--- config.mk ---
export PLATFORM = sky130hd
export DESIGN_NAME = pll_system_clock_synth
export DESIGN_NICKNAME = d
export VERILOG_FILES = /design/src/design/synth_pkg.sv /design/src/design/feedback_divider.sv /design/src/design/relock_timer.sv /design/src/design/pll_system_clock_synth.sv
export SDC_FILE = /design/constraint.sdc
export NUM_CORES = 1
export LEC_CHECK = 0
export ABC_AREA = 1
export BUFFER_PORTS_ARGS = -buffer_cell sky130_fd_sc_hd__buf_2
export CAP_MARGIN = 5
export CORE_MARGIN = 5
export CORE_UTILIZATION = 25
export DETAILED_ROUTE_END_ITERATION = 6
export SYNTH_ARGS = -nofsm -noshare
export SYNTH_HDL_FRONTEND = slang
export SYNTH_SLANG_ARGS = --single-unit
--- constraint.sdc ---
create_clock -name clk -period 3.85 [get_ports clk]
set_clock_uncertainty 0.05 [all_clocks]
set_input_delay 0.5775 -clock clk [delete_from_list [all_inputs] [get_ports clk]]
set_output_delay 0.5775 -clock clk [all_outputs]
set_load 0.01 [all_outputs]
--- src/design/synth_pkg.sv ---
// Purpose: constants shared by the system clock synthesizer control block.
// Assumes: 250 MHz control clock; 16-bit register port.
// Notes:   offsets, field positions, reset values and cycle counts live here.
package synth_pkg;
	localparam int          CLK_PERIOD_NS  = 4;
	localparam int          RELOCK_NS      = 1000;
	localparam int          RELOCK_CYCLES  = (RELOCK_NS + CLK_PERIOD_NS - 1) / CLK_PERIOD_NS;
	localparam int          ADDR_W         = 8;
	localparam int          DATA_W         = 16;
	localparam int          MOD_W          = 6;
	localparam int          PRE_W          = 3;
	localparam int          SYS_MULT_W     = 12;
	localparam int          VCO_MULT_W     = 13;
	localparam int          NUM_EV         = 3;

	localparam logic [7:0]  ADDR_SYNTH     = 8'h00;
	localparam logic [7:0]  ADDR_STATUS    = 8'h04;
	localparam logic [7:0]  ADDR_CLEAR     = 8'h08;
	localparam logic [7:0]  ADDR_ENABLE    = 8'h0C;

	localparam int          SPEED_BIT      = 15;
	localparam int          PRESCALE_BIT   = 14;
	localparam int          MOD_MSB        = 13;
	localparam int          MOD_LSB        = 8;
	localparam int          LOCK_BIT       = 3;
	localparam logic [15:0] SYNTH_RESET    = 16'h3F00;

	localparam int          EV_LOCKED      = 0;
	localparam int          EV_UNLOCKED    = 1;
	localparam int          EV_PRIV        = 2;

	localparam logic [2:0]  PRE_TC_FAST    = 3'h3;
	localparam logic [2:0]  PRE_TC_SLOW    = 3'h0;

	typedef enum logic [1:0] {
		ST_STRAP,
		ST_BYPASS,
		ST_ACQUIRE,
		ST_LOCKED
	} clk_state_t;
endpackage : synth_pkg

--- src/design/feedback_divider.sv ---
// Purpose: digital feedback divider of the synthesizer loop.
// Assumes: clk stands in for the VCO edge in this digital model.
// Notes:   tick period is (Y+1) times 1 or 4 input edges.
`timescale 1ns/1ps
module feedback_divider
	import synth_pkg::*;
(
	input  wire logic                    clk,        // control clock
	input  wire logic                    reset,      // async, active high
	input  wire logic                    run,        // divider enabled
	input  wire logic                    vcoSpeed,   // speed bit
	input  wire logic [synth_pkg::MOD_W-1:0] modulus,  // feedback modulus Y
	output      logic                    fbTick      // one pulse per divided period
);
	logic [PRE_W-1:0] preCnt_q;
	logic [MOD_W-1:0] modCnt_q;
	logic             preWrap;

	assign preWrap = (preCnt_q == (vcoSpeed ? PRE_TC_FAST : PRE_TC_SLOW));

	always_ff @(posedge clk or posedge reset) begin
		if (reset) begin
			preCnt_q <= '0;
		end else if (!run || preWrap) begin
			preCnt_q <= '0;
		end else begin
			preCnt_q <= preCnt_q + 3'h1;
		end
	end

	// down counter reloads Y at zero, so it divides by Y+1
	always_ff @(posedge clk or posedge reset) begin
		if (reset) begin
			modCnt_q <= '0;
			fbTick   <= 1'b0;
		end else begin
			fbTick <= run && preWrap && (modCnt_q == '0);
			if (!run) begin
				modCnt_q <= modulus;
			end else if (preWrap) begin
				modCnt_q <= (modCnt_q == '0) ? modulus : modCnt_q - 6'h01;
			end
		end
	end
endmodule : feedback_divider

--- src/design/relock_timer.sv ---
// Purpose: relock delay and lock qualification.
// Assumes: lockIn is the analog loop's raw lock indication, synchronous.
// Notes:   loss of lockIn re-arms the full delay.
`timescale 1ns/1ps
module relock_timer
	import synth_pkg::*;
#(
	parameter int DELAY = synth_pkg::RELOCK_CYCLES
)(
	input  wire logic clk,      // control clock
	input  wire logic reset,    // async, active high
	input  wire logic restart,  // pulse: comparator input changed
	input  wire logic lockIn,   // raw analog lock
	output      logic locked    // qualified lock
);
	logic [15:0] cnt_q;

	always_ff @(posedge clk or posedge reset) begin
		if (reset) begin
			cnt_q  <= 16'(DELAY);
			locked <= 1'b0;
		end else if (restart || !lockIn) begin
			cnt_q  <= 16'(DELAY);
			locked <= 1'b0;
		end else if (cnt_q != 16'h0000) begin
			cnt_q  <= cnt_q - 16'h0001;
			locked <= 1'b0;
		end else begin
			locked <= 1'b1;
		end
	end
endmodule : relock_timer

--- src/design/pll_system_clock_synth.sv ---
// Purpose: control side of the system clock generator.
// Assumes: register strobes and all inputs except the async reset synchronous to clk.
// Notes:   the analog loop is outside; this block steers and watches it.
//
// Local design decisions: the strobed register port and the placing of the registers.
`timescale 1ns/1ps
module pll_system_clock_synth
	import synth_pkg::*;
(
	input  wire logic                          clk,            // 250 MHz control clock
	input  wire logic                          reset,          // async, active high
	input  wire logic                          clockSourceSelectPin, // strap
	input  wire logic                          lockIn,         // raw lock from loop
	input  wire logic                          supervisor,     // processor privilege
	input  wire logic [synth_pkg::ADDR_W-1:0]  addr,           // register address
	input  wire logic [synth_pkg::DATA_W-1:0]  wrData,         // write data
	input  wire logic                          wrEn,           // write strobe
	input  wire logic                          rdEn,           // read strobe
	output      logic [synth_pkg::DATA_W-1:0]  rdData,         // read data, next cycle
	output      logic                          synthEnable,    // synthesizer on
	output      logic                          vcoSpeed,       // applied speed bit
	output      logic                          outPrescale,    // applied prescale bit
	output      logic [synth_pkg::MOD_W-1:0]   fbModulus,      // applied modulus
	output      logic                          fbTick,         // divided feedback pulse
	output      logic [synth_pkg::SYS_MULT_W-1:0] sysMult,     // system/ref ratio
	output      logic [synth_pkg::VCO_MULT_W-1:0] vcoMult,     // vco/ref ratio
	output      logic                          synth_lock_flag, // qualified lock
	output      logic                          sysReset,       // chip reset out
	output      logic                          irq             // level interrupt
);
	////////////////////////////////////////////////////////////////////////////
	// state

	clk_state_t       state_q;
	logic             speed_q;
	logic             prescale_q;
	logic [MOD_W-1:0] modulus_q;
	logic             restart_q;
	logic             lockedRaw;
	logic             lockedPrev_q;
	logic             fbTickRaw;
	logic [NUM_EV-1:0] status_q;
	logic [NUM_EV-1:0] enable_q;
	logic [NUM_EV-1:0] events;
	logic [NUM_EV-1:0] clearMask;
	logic             wrSynth;
	logic             wrClear;
	logic             wrEnable;
	logic             relockNeeded;
	logic             privFault;
	logic             synthOn;
	logic [SYS_MULT_W-1:0] sysMult_d;
	logic [VCO_MULT_W-1:0] vcoMult_d;

	assign synthOn  = (state_q == ST_ACQUIRE) || (state_q == ST_LOCKED);
	assign wrSynth  = wrEn && (addr == ADDR_SYNTH);
	assign wrClear  = wrEn && (addr == ADDR_CLEAR);
	assign wrEnable = wrEn && (addr == ADDR_ENABLE);

	// only speed or modulus moves the comparator input; prescale sits after it
	assign relockNeeded = wrSynth && synthOn &&
		((wrData[SPEED_BIT] != speed_q) ||
		 (wrData[MOD_MSB:MOD_LSB] != modulus_q));

	assign privFault = rdEn && (addr == ADDR_SYNTH) && !supervisor;

	////////////////////////////////////////////////////////////////////////////
	// clock source selection and reset sequencing

	// strap is caught by the first edge after release, never by the reset itself
	always_ff @(posedge clk or posedge reset) begin
		if (reset) begin
			state_q <= ST_STRAP;
		end else begin
			case (state_q)
				ST_STRAP: begin
					if (clockSourceSelectPin) begin
						state_q <= ST_ACQUIRE;
					end else begin
						state_q <= ST_BYPASS;
					end
				end
				ST_BYPASS: begin
					state_q <= ST_BYPASS;
				end
				ST_ACQUIRE: begin
					if (lockedRaw && !restart_q) begin
						state_q <= ST_LOCKED;
					end
				end
				ST_LOCKED: begin
					if (!lockedRaw || restart_q) begin
						state_q <= ST_ACQUIRE;
					end
				end
				default: begin
					state_q <= ST_STRAP;
				end
			endcase
		end
	end

	// chip stays in reset until a clock it can trust is present
	always_ff @(posedge clk or posedge reset) begin
		if (reset) begin
			sysReset <= 1'b1;
		end else if (state_q == ST_BYPASS) begin
			sysReset <= 1'b0;
		end else if (state_q == ST_LOCKED && sysReset) begin
			sysReset <= 1'b0;
		end
	end

	always_ff @(posedge clk or posedge reset) begin
		if (reset) begin
			synthEnable <= 1'b0;
		end else begin
			synthEnable <= (state_q == ST_ACQUIRE) || (state_q == ST_LOCKED) ||
				(state_q == ST_STRAP && clockSourceSelectPin);
		end
	end

	////////////////////////////////////////////////////////////////////////////
	// synthesizer control register

	// stored in every mode so software reads back what it wrote; fully static,
	// so nothing here is disturbed when the system clock rate moves
	always_ff @(posedge clk or posedge reset) begin
		if (reset) begin
			speed_q    <= SYNTH_RESET[SPEED_BIT];
			prescale_q <= SYNTH_RESET[PRESCALE_BIT];
			modulus_q  <= SYNTH_RESET[MOD_MSB:MOD_LSB];
		end else if (wrSynth) begin
			speed_q    <= wrData[SPEED_BIT];
			prescale_q <= wrData[PRESCALE_BIT];
			modulus_q  <= wrData[MOD_MSB:MOD_LSB];
		end
	end

	// values reach the loop only while the synthesizer runs
	always_ff @(posedge clk or posedge reset) begin
		if (reset) begin
			vcoSpeed    <= SYNTH_RESET[SPEED_BIT];
			outPrescale <= SYNTH_RESET[PRESCALE_BIT];
			fbModulus   <= SYNTH_RESET[MOD_MSB:MOD_LSB];
		end else if (synthOn) begin
			vcoSpeed    <= speed_q;
			outPrescale <= prescale_q;
			fbModulus   <= modulus_q;
		end else begin
			vcoSpeed    <= vcoSpeed;
			outPrescale <= outPrescale;
			fbModulus   <= fbModulus;
		end
	end

	// restart also covers the first acquisition after the strap
	always_ff @(posedge clk or posedge reset) begin
		if (reset) begin
			restart_q <= 1'b0;
		end else begin
			restart_q <= relockNeeded ||
				(state_q == ST_STRAP && clockSourceSelectPin);
		end
	end

	////////////////////////////////////////////////////////////////////////////
	// frequency ratios

	always_comb begin
		sysMult_d = SYS_MULT_W'(({6'h00, fbModulus} + 12'h001) << 2);
		sysMult_d = sysMult_d << ({vcoSpeed, 1'b0} + {1'b0, outPrescale});
		if (outPrescale) begin
			vcoMult_d = {1'b0, sysMult_d} << 1;
		end else begin
			vcoMult_d = {1'b0, sysMult_d} << 2;
		end
	end

	always_ff @(posedge clk or posedge reset) begin
		if (reset) begin
			sysMult <= '0;
			vcoMult <= '0;
		end else if (synthOn) begin
			sysMult <= sysMult_d;
			vcoMult <= vcoMult_d;
		end else begin
			sysMult <= '0;
			vcoMult <= '0;
		end
	end

	////////////////////////////////////////////////////////////////////////////
	// loop pieces

	feedback_divider u_divider (
		.clk      (clk),
		.reset    (reset),
		.run      (synthOn),
		.vcoSpeed (vcoSpeed),
		.modulus  (fbModulus),
		.fbTick   (fbTickRaw)
	);

	relock_timer #(
		.DELAY (RELOCK_CYCLES)
	) u_relock (
		.clk     (clk),
		.reset   (reset),
		.restart (restart_q),
		.lockIn  (lockIn && synthOn),
		.locked  (lockedRaw)
	);

	always_ff @(posedge clk or posedge reset) begin
		if (reset) begin
			fbTick <= 1'b0;
		end else begin
			fbTick <= fbTickRaw;
		end
	end

	// flag is one only in the locked state, zero during acquisition or loss
	always_ff @(posedge clk or posedge reset) begin
		if (reset) begin
			synth_lock_flag <= 1'b0;
		end else begin
			synth_lock_flag <= (state_q == ST_LOCKED) && lockedRaw && !restart_q;
		end
	end

	////////////////////////////////////////////////////////////////////////////
	// events and interrupt

	always_ff @(posedge clk or posedge reset) begin
		if (reset) begin
			lockedPrev_q <= 1'b0;
		end else begin
			lockedPrev_q <= synth_lock_flag;
		end
	end

	always_comb begin
		events              = '0;
		events[EV_LOCKED]   = synth_lock_flag && !lockedPrev_q;
		events[EV_UNLOCKED] = !synth_lock_flag && lockedPrev_q;
		events[EV_PRIV]     = privFault;
		clearMask           = wrClear ? wrData[NUM_EV-1:0] : '0;
	end

	// a new event beats a clear in the same cycle
	always_ff @(posedge clk or posedge reset) begin
		if (reset) begin
			status_q <= '0;
		end else begin
			status_q <= (status_q & ~clearMask) | events;
		end
	end

	always_ff @(posedge clk or posedge reset) begin
		if (reset) begin
			enable_q <= '0;
		end else if (wrEnable) begin
			enable_q <= wrData[NUM_EV-1:0];
		end
	end

	always_ff @(posedge clk or posedge reset) begin
		if (reset) begin
			irq <= 1'b0;
		end else begin
			irq <= |(((status_q & ~clearMask) | events) & enable_q);
		end
	end

	////////////////////////////////////////////////////////////////////////////
	// read port

	always_ff @(posedge clk or posedge reset) begin
		if (reset) begin
			rdData <= '0;
		end else if (rdEn) begin
			case (addr)
				ADDR_SYNTH: begin
					if (supervisor) begin
						rdData                   <= '0;
						rdData[SPEED_BIT]        <= speed_q;
						rdData[PRESCALE_BIT]     <= prescale_q;
						rdData[MOD_MSB:MOD_LSB]  <= modulus_q;
						rdData[LOCK_BIT]         <= synth_lock_flag;
					end else begin
						rdData <= '0;
					end
				end
				ADDR_STATUS: begin
					rdData <= {{(DATA_W-NUM_EV){1'b0}}, status_q};
				end
				ADDR_ENABLE: begin
					rdData <= {{(DATA_W-NUM_EV){1'b0}}, enable_q};
				end
				default: begin
					rdData <= '0;
				end
			endcase
		end else begin
			rdData <= '0;
		end
	end
endmodule : pll_system_clock_synth

==> Yosys cells after proc, flatten, opt, wreduce, memory -nomap -nowiden <==
Index checks and enable logic that the tools add are counted.
{ "word_totals": {"in_bits": 31, "regBits": 99, "wordCells": 107} }
{ "classes": {"add_sub_neg": 5, "shifts": 1, "muxes": 22, "n_bitwise": 4, "reduce_logical": 39, "eq_ne": 12} }
{ "ops": {"columns": ["op", "count"], "rows": [
  ["two-way mux 16 bit", 4],
  ["case mux 16 bit (3 select lines)", 1],
  ["two-way mux 13 bit", 2],
  ["two-way mux 6 bit", 3],
  ["logical AND 1 bit", 17],
  ["== test 8 x 4 -> 1 bit (second input constant)", 2],
  ["nonzero test 16 bit", 1],
  ["subtractor 16 x 1 -> 16 bit (second input constant)", 1],
  ["two-way mux 12 bit", 1],
  ["<< shifter 9 x 2 -> 12 bit", 1],
  ["== test 8 x 3 -> 1 bit (second input constant)", 1],
  ["zero test 8 bit", 1],
  ["two-way mux 2 bit", 4],
  ["case mux 2 bit (4 select lines)", 1],
  ["adder 6 x 1 -> 7 bit (second input constant)", 1],
  ["zero test 1 bit", 7],
  ["logical OR 1 bit", 7],
  ["bitwise AND 3 bit", 2],
  ["zero test 6 bit", 1],
  ["two-way mux 3 bit", 2],
  ["inequality test 2 x 1 -> 1 bit (second input constant)", 3],
  ["inequality test 6 bit", 1],
  ["subtractor 6 x 1 -> 6 bit (second input constant)", 1],
  ["== test 2 bit (second input constant)", 2],
  ["12 further kinds", 16]
]} }

==> Depth between registers and ports, before layout <==
{ "depth": {"word_depth": 8, "depth_mapped": 10, "mapped_depth_nobuf": 10} }

==> By module <==
From an unflattened synthesis, not the netlist that was laid out.
{ "hier_totals": {"hier_cells": 563, "hier_area_um2": 4740.8} }
{ "by_module_without_submodules": {"columns": ["mod", "area_per_inst_um2", "n_inst", "cells_per_inst"], "rows": [
  ["pll_system_clock_synth", 2960.3, 1, 322],
  ["relock_timer", 1128.6, 1, 152],
  ["feedback_divider", 651.9, 1, 89]
]} }

==> Least setup slack after synthesis <==
No wires, ideal clock.
{ "synth_timing": {"path_type": "reg2reg", "start": "register fbModulus[0] (netlist name)", "end": "register vcoMult[6] (netlist name)", "period_less_slack_ns": 1.634, "arrival_ns": 1.469, "slack_ns": 2.216, "required_time_ns": 3.686, "n_path_buf": 0, "path_stages_with_launch": 11, "setup_ns": 0.114, "cell_sequence": "dfstp_2 ha_1 nand2_1 inv_1 nor2_1 nand2_1 o21ai_0 o21ai_0 nand2_1 nand3_1 inv_1"} }
{ "synth_between": {"elab_chain_cells": 4} }
{ "synth_lines": {"columns": ["item", "line_no", "source"], "rows": [
  ["start: declaration", "pll_system_clock_synth.sv:23", "output logic [synth_pkg::MOD_W-1:0] fbModulus,"],
  ["start signal: assignment", "pll_system_clock_synth.sv:145", "fbModulus <= SYNTH_RESET[MOD_MSB:MOD_LSB];"],
  ["start signal: assignment", "pll_system_clock_synth.sv:149", "fbModulus <= modulus_q;"],
  ["start signal: assignment", "pll_system_clock_synth.sv:153", "fbModulus <= fbModulus;"],
  ["adder 6 x 1 -> 7 bit", "pll_system_clock_synth.sv:171", "sysMult_d = SYS_MULT_W'(({6'h00, fbModulus} + 12'h001) << 2);"],
  ["<< shifter 9 x 2 -> 12 bit", "pll_system_clock_synth.sv:172", "sysMult_d = sysMult_d << ({vcoSpeed, 1'b0} + {1'b0, outPrescale});"],
  ["two-way mux 13 bit", "pll_system_clock_synth.sv:173", "if (outPrescale) begin"],
  ["two-way mux 13 bit", "pll_system_clock_synth.sv:184", "end else if (synthOn) begin"],
  ["end signal: assignment", "pll_system_clock_synth.sv:186", "vcoMult <= vcoMult_d;"],
  ["end: declaration", "pll_system_clock_synth.sv:26", "output logic [synth_pkg::VCO_MULT_W-1:0] vcoMult,"]
]} }
Every way passes these cells.
A chain may end at the register's enable or synchronous reset.

==> Worst setup path in the final report <==
{ "layout_timing": {"start": "register state_q[0]", "end": "register u_relock.cnt_q[10]"} }
{ "layout_between": {"elab_chain_cells": 6, "word_cells_on_any_way": 8, "classes_between": "eq/ne: 2; mux: 1; reduce/logical: 5"} }
{ "layout_lines": {"columns": ["item", "line_no", "source"], "rows": [
  ["start: declaration", "pll_system_clock_synth.sv:34", "clk_state_t state_q;"],
  ["start signal: assignment", "pll_system_clock_synth.sv:73", "state_q <= ST_STRAP;"],
  ["start signal: assignment", "pll_system_clock_synth.sv:78", "state_q <= ST_ACQUIRE;"],
  ["start signal: assignment", "pll_system_clock_synth.sv:80", "state_q <= ST_BYPASS;"],
  ["== test 2 bit", "pll_system_clock_synth.sv:55", "assign synthOn = (state_q == ST_ACQUIRE) || (state_q == ST_LOCKED);"],
  ["logical OR 1 bit *", "pll_system_clock_synth.sv:55", null],
  ["logical AND 1 bit *", "pll_system_clock_synth.sv:211", ".lockIn (lockIn && synthOn),"],
  ["zero test 1 bit *", "relock_timer.sv:22", "end else if (restart || !lockIn) begin"],
  ["logical OR 1 bit *", "relock_timer.sv:22", null],
  ["two-way mux 16 bit or nonzero test 2 bit (tied branches)", null, null],
  ["end signal: assignment", "relock_timer.sv:20", "cnt_q <= 16'(DELAY);"],
  ["end signal: assignment", "relock_timer.sv:23", "cnt_q <= 16'(DELAY);"],
  ["end signal: assignment", "relock_timer.sv:26", "cnt_q <= cnt_q - 16'h0001;"],
  ["end: declaration", "relock_timer.sv:16", "logic [15:0] cnt_q;"]
]} }
Mark *: on every way between the ends. The rest lies on a longest branch, timed or not.

==> metrics.md <==
| Metric | Value |
|---|---|
| FF+latch count, synth | `90` |
| Core Util, Final | `between 30 and 40%` |
| Leak pwr | `roughly 2.7 nW` |
| Starting density of the core | `25.4%` |
| Ant. Diodes | `0` |
| Port bufs | `70` |
| Synthesized cell area | `4380 sq um` |
| CTS Sinks | `90` |
| EDFF count, synth | `0` |
| Tot Pwr | `2.34 mW` |
| Max-cap violations | `0` |
| Placed Area | `4950 sq um` |
| Final setup TNS | `0 ns` |
| Yosys warns | `0` |
| TritonRoute pass-1 iters | `7` |
| Site Rows | `48` |
| Routed WL | `10100 um` |
| Via density | `between 4 and 5` |
| TritonCTS clock tree | `built` |
| Post-cts resize count | `0` |
| Seq/Total Area, Yosys | `52.0%` |
| Critical Path RT | `4.01 ns` |
| Comb power frac | `approximately 17%` |
| Antenna violations before repair | `0` |
| Endpoints failing hold | `0` |
| Net Sw Frac | `29.7%` |
| Area growth from synthesis to layout | `19.5%` |
| Post-placement cell count | `just under 800` |
| Initial drt markers | `135` |
| Vias | `approximately 3500` |
| Count of final max-slew check failures | `0` |
| Wire per inst | `12.5 um` |
| Share of power burned in registers | `47.3%` |
| Setup Crit Path Kind | `flip-flop to flip-flop` |
| Setup violations, final | `0` |
| # Post-CTS Setup Buffers | `0` |
| Minimum clock period | `2.32 ns` |
| Max Freq | `between 0.4 and 0.5 GHz` |
| Crit path capture type | `flip-flop` |
| Post-synth cell types | `33` |
| Post-CTS Hold Buffers | `0` |
| Critical path fanouts, max | `11` |
| Synth Flop Type | `dfrtp_1` |
| First-pass GRT wire length | `17200 um` |
| Htree depth | `3` |
| Most frequent cells in the layout | `107 x nand2_1, 71 x dfrtp_1, 70 x buf_2, 63 x nor2_1, 52 x inv_1` |
| Synth Area per Inst | `8.64 sq um` |
| Power density cells | `448 nW/um^2` |
| Reg clk slew, reported paths | `0.07 ns` |
| DRT antenna net count | `0` |
| RSZ-0062 raised after global routing | `no` |
| Clock Latency Late Sink | `between 0.3 and 0.4 ns` |
| Post-DP HPWL | `7600 um` |
| Cells after synthesis | `between 500 and 600` |
| CTS Root Cell | `clkbuf_16` |
| GR Util met1 | `13.7%` |
| HP Class | `input pin to async pin` |
| Gr ovfl total | `0` |
| Crit start category | `flip-flop` |
| Commonest non-fill, non-tap cell in the layout | `nand2_1` |
| GRT met3 Usage | `between 3 and 4%` |
| Pre-CTS setup slack | `~1.5 ns` |
| Worst Path Arrival | `around 2.5 ns` |
| Met2 usage | `17.4%` |
| Peak supply drop | `0.292 mV` |
| Die Width | `142 um` |
| Die footprint | `approximately 20000 sq um` |
| Clock Tree Buf Depth | `2` |
| DRC | `0` |
| GPL Wtd Cong | `0.803` |
| CORE AREA | `17200 sq um` |
| Least-Margin Pin Slew | `0.673 ns` |
| # IOs | `85` |
| Grt peak-use layer | `met2` |
| Fin worst setup slack | `1.53 ns` |
| Die Y | `142 um` |
| Final non-filler cell area | `5240 sq um` |
| Tcrit/Tclk final | `60.3%` |
| Final nets | `623` |
| Clock power frac | `between 30 and 40%` |
| Final hold slack | `0.253 ns` |
| Layout cells sized above 1 | `22.9%` |
| Slew headroom | `55.1%` |
| Internal power | `1.65 mW` |
| Outcome | `finished, final reports clean` |
| Total track usage | `10.7%` |
| Largest net degree at the start of global routing | `40` |
| Vias in the first global route | `3402` |
| Num CTS Buffers | `9` |
| Fin cells | `811` |
| Async SR Flop Fraction | `100%` |
| NetSw | `0.697 mW` |
synth_stat cells, types with 2 or more instances:
cell | n | area (sq um)
clkbuf_1 | 4 | 15.0
nand3_1 | 41 | 205
nor3_1 | 18 | 90.1
xor2_1 | 11 | 96.3
inv_1 | 53 | 199
nor4_1 | 2 | 12.5
o21ai_2 | 2 | 17.5
or2_2 | 2 | 12.5
a21oi_2 | 8 | 70.1
nor2_2 | 3 | 18.8
o31ai_1 | 2 | 15.0
buf_2 | 5 | 25.0
o211ai_1 | 6 | 45.0
nor2_1 | 63 | 236
nand3_2 | 2 | 20.0
nand4_1 | 4 | 25.0
xnor2_1 | 9 | 78.8
dfstp_2 | 19 | 499
o21ai_0 | 31 | 155
dfrtp_1 | 71 | 1780
ha_1 | 11 | 138
inv_2 | 5 | 18.8
a21oi_1 | 11 | 55.1
buf_4 | 9 | 67.6
nand2_1 | 107 | 402
logic make-up (layout without fill, tap and decap cells):
group	count (synthesis)	after routing	synth area share, %
DFF	90	90	52.0
adders and majority gates	11	11	3.14
AOI/OAI and AO/OA	62	62	8.48
other	1	10	0.0856
buffers and inverters	77	147	7.68
xor gates and xnor gates	20	20	4.00
and+or+nand+nor	246	246	24.7
worst max-delay path, cell delays in order (launching register included):
cell	delay [ns]
dfrtp_1	0.40
inv_1	0.13
ha_1	0.20
nor2_2	0.06
inv_2	0.15
nand3_1	0.38
inv_2	0.29
nand3_2	0.24
inv_2	0.21
nor3_1	0.07
power groups by stage:
stage          combinational (mW)  sequential [mW]  clock [mW]
2_1_floorplan               0.292             1.13           0
3_3_place_gp                0.405             1.12           0
3_5_place_dp                0.409             1.13           0
4_1_cts                     0.411             1.11       0.864
5_1_grt                     0.483             1.12       0.907
6_report                    0.403             1.11       0.833
metal layers:
layer / vias up / wire, um
met4: 0 / 170
met5: - / 0
met1: 1634 / 4610
met3: 15 / 509
li1: 1755 / -
met2: 74 / 4830
path summary, 6_finish.rpt:
check	start	to	slack, ns	depth (start not counted)
worst max register to register	state_q[0]	u_relock.cnt_q[10]	1.53	9
worst max-delay path	state_q[0]	u_relock.cnt_q[10]	1.53	9
worst min-delay path	reset	vcoMult[4]	0.25	2
worst min register to register	u_divider.fbTick	fbTick	0.30	0
min in group clk	u_divider.fbTick	fbTick	0.30	0
max in group asynchronous	reset	sysReset	2.59	3
area by class of cell:
type                    instances  area [sq um]
clock buffers                  10           229
clock inverters                 6          55.1
fillers                      1842         12000
inverters                      58           219
multi-input cells             349          1800
flip-flops and latches         90          2280
well taps                     225           282
repair buffers                 73           373
state kept, by name, summed over array words and instances (netlist names):
signal	count
enable_q	3
fbModulus	6
fbTick	1
irq	1
lockedPrev_q	1
modulus_q	6
outPrescale	1
prescale_q	1
rdData	12
restart_q	1
speed_q	1
state_q	2
status_q	3
synthEnable	1
synth_lock_flag	1
sysMult	10
sysReset	1
u_divider.fbTick	1
u_divider.modCnt_q	6
u_divider.preCnt_q	3
u_relock.cnt_q	16
u_relock.locked	1
vcoMult	10
vcoSpeed	1
Power figures use the tool's default switching activity.
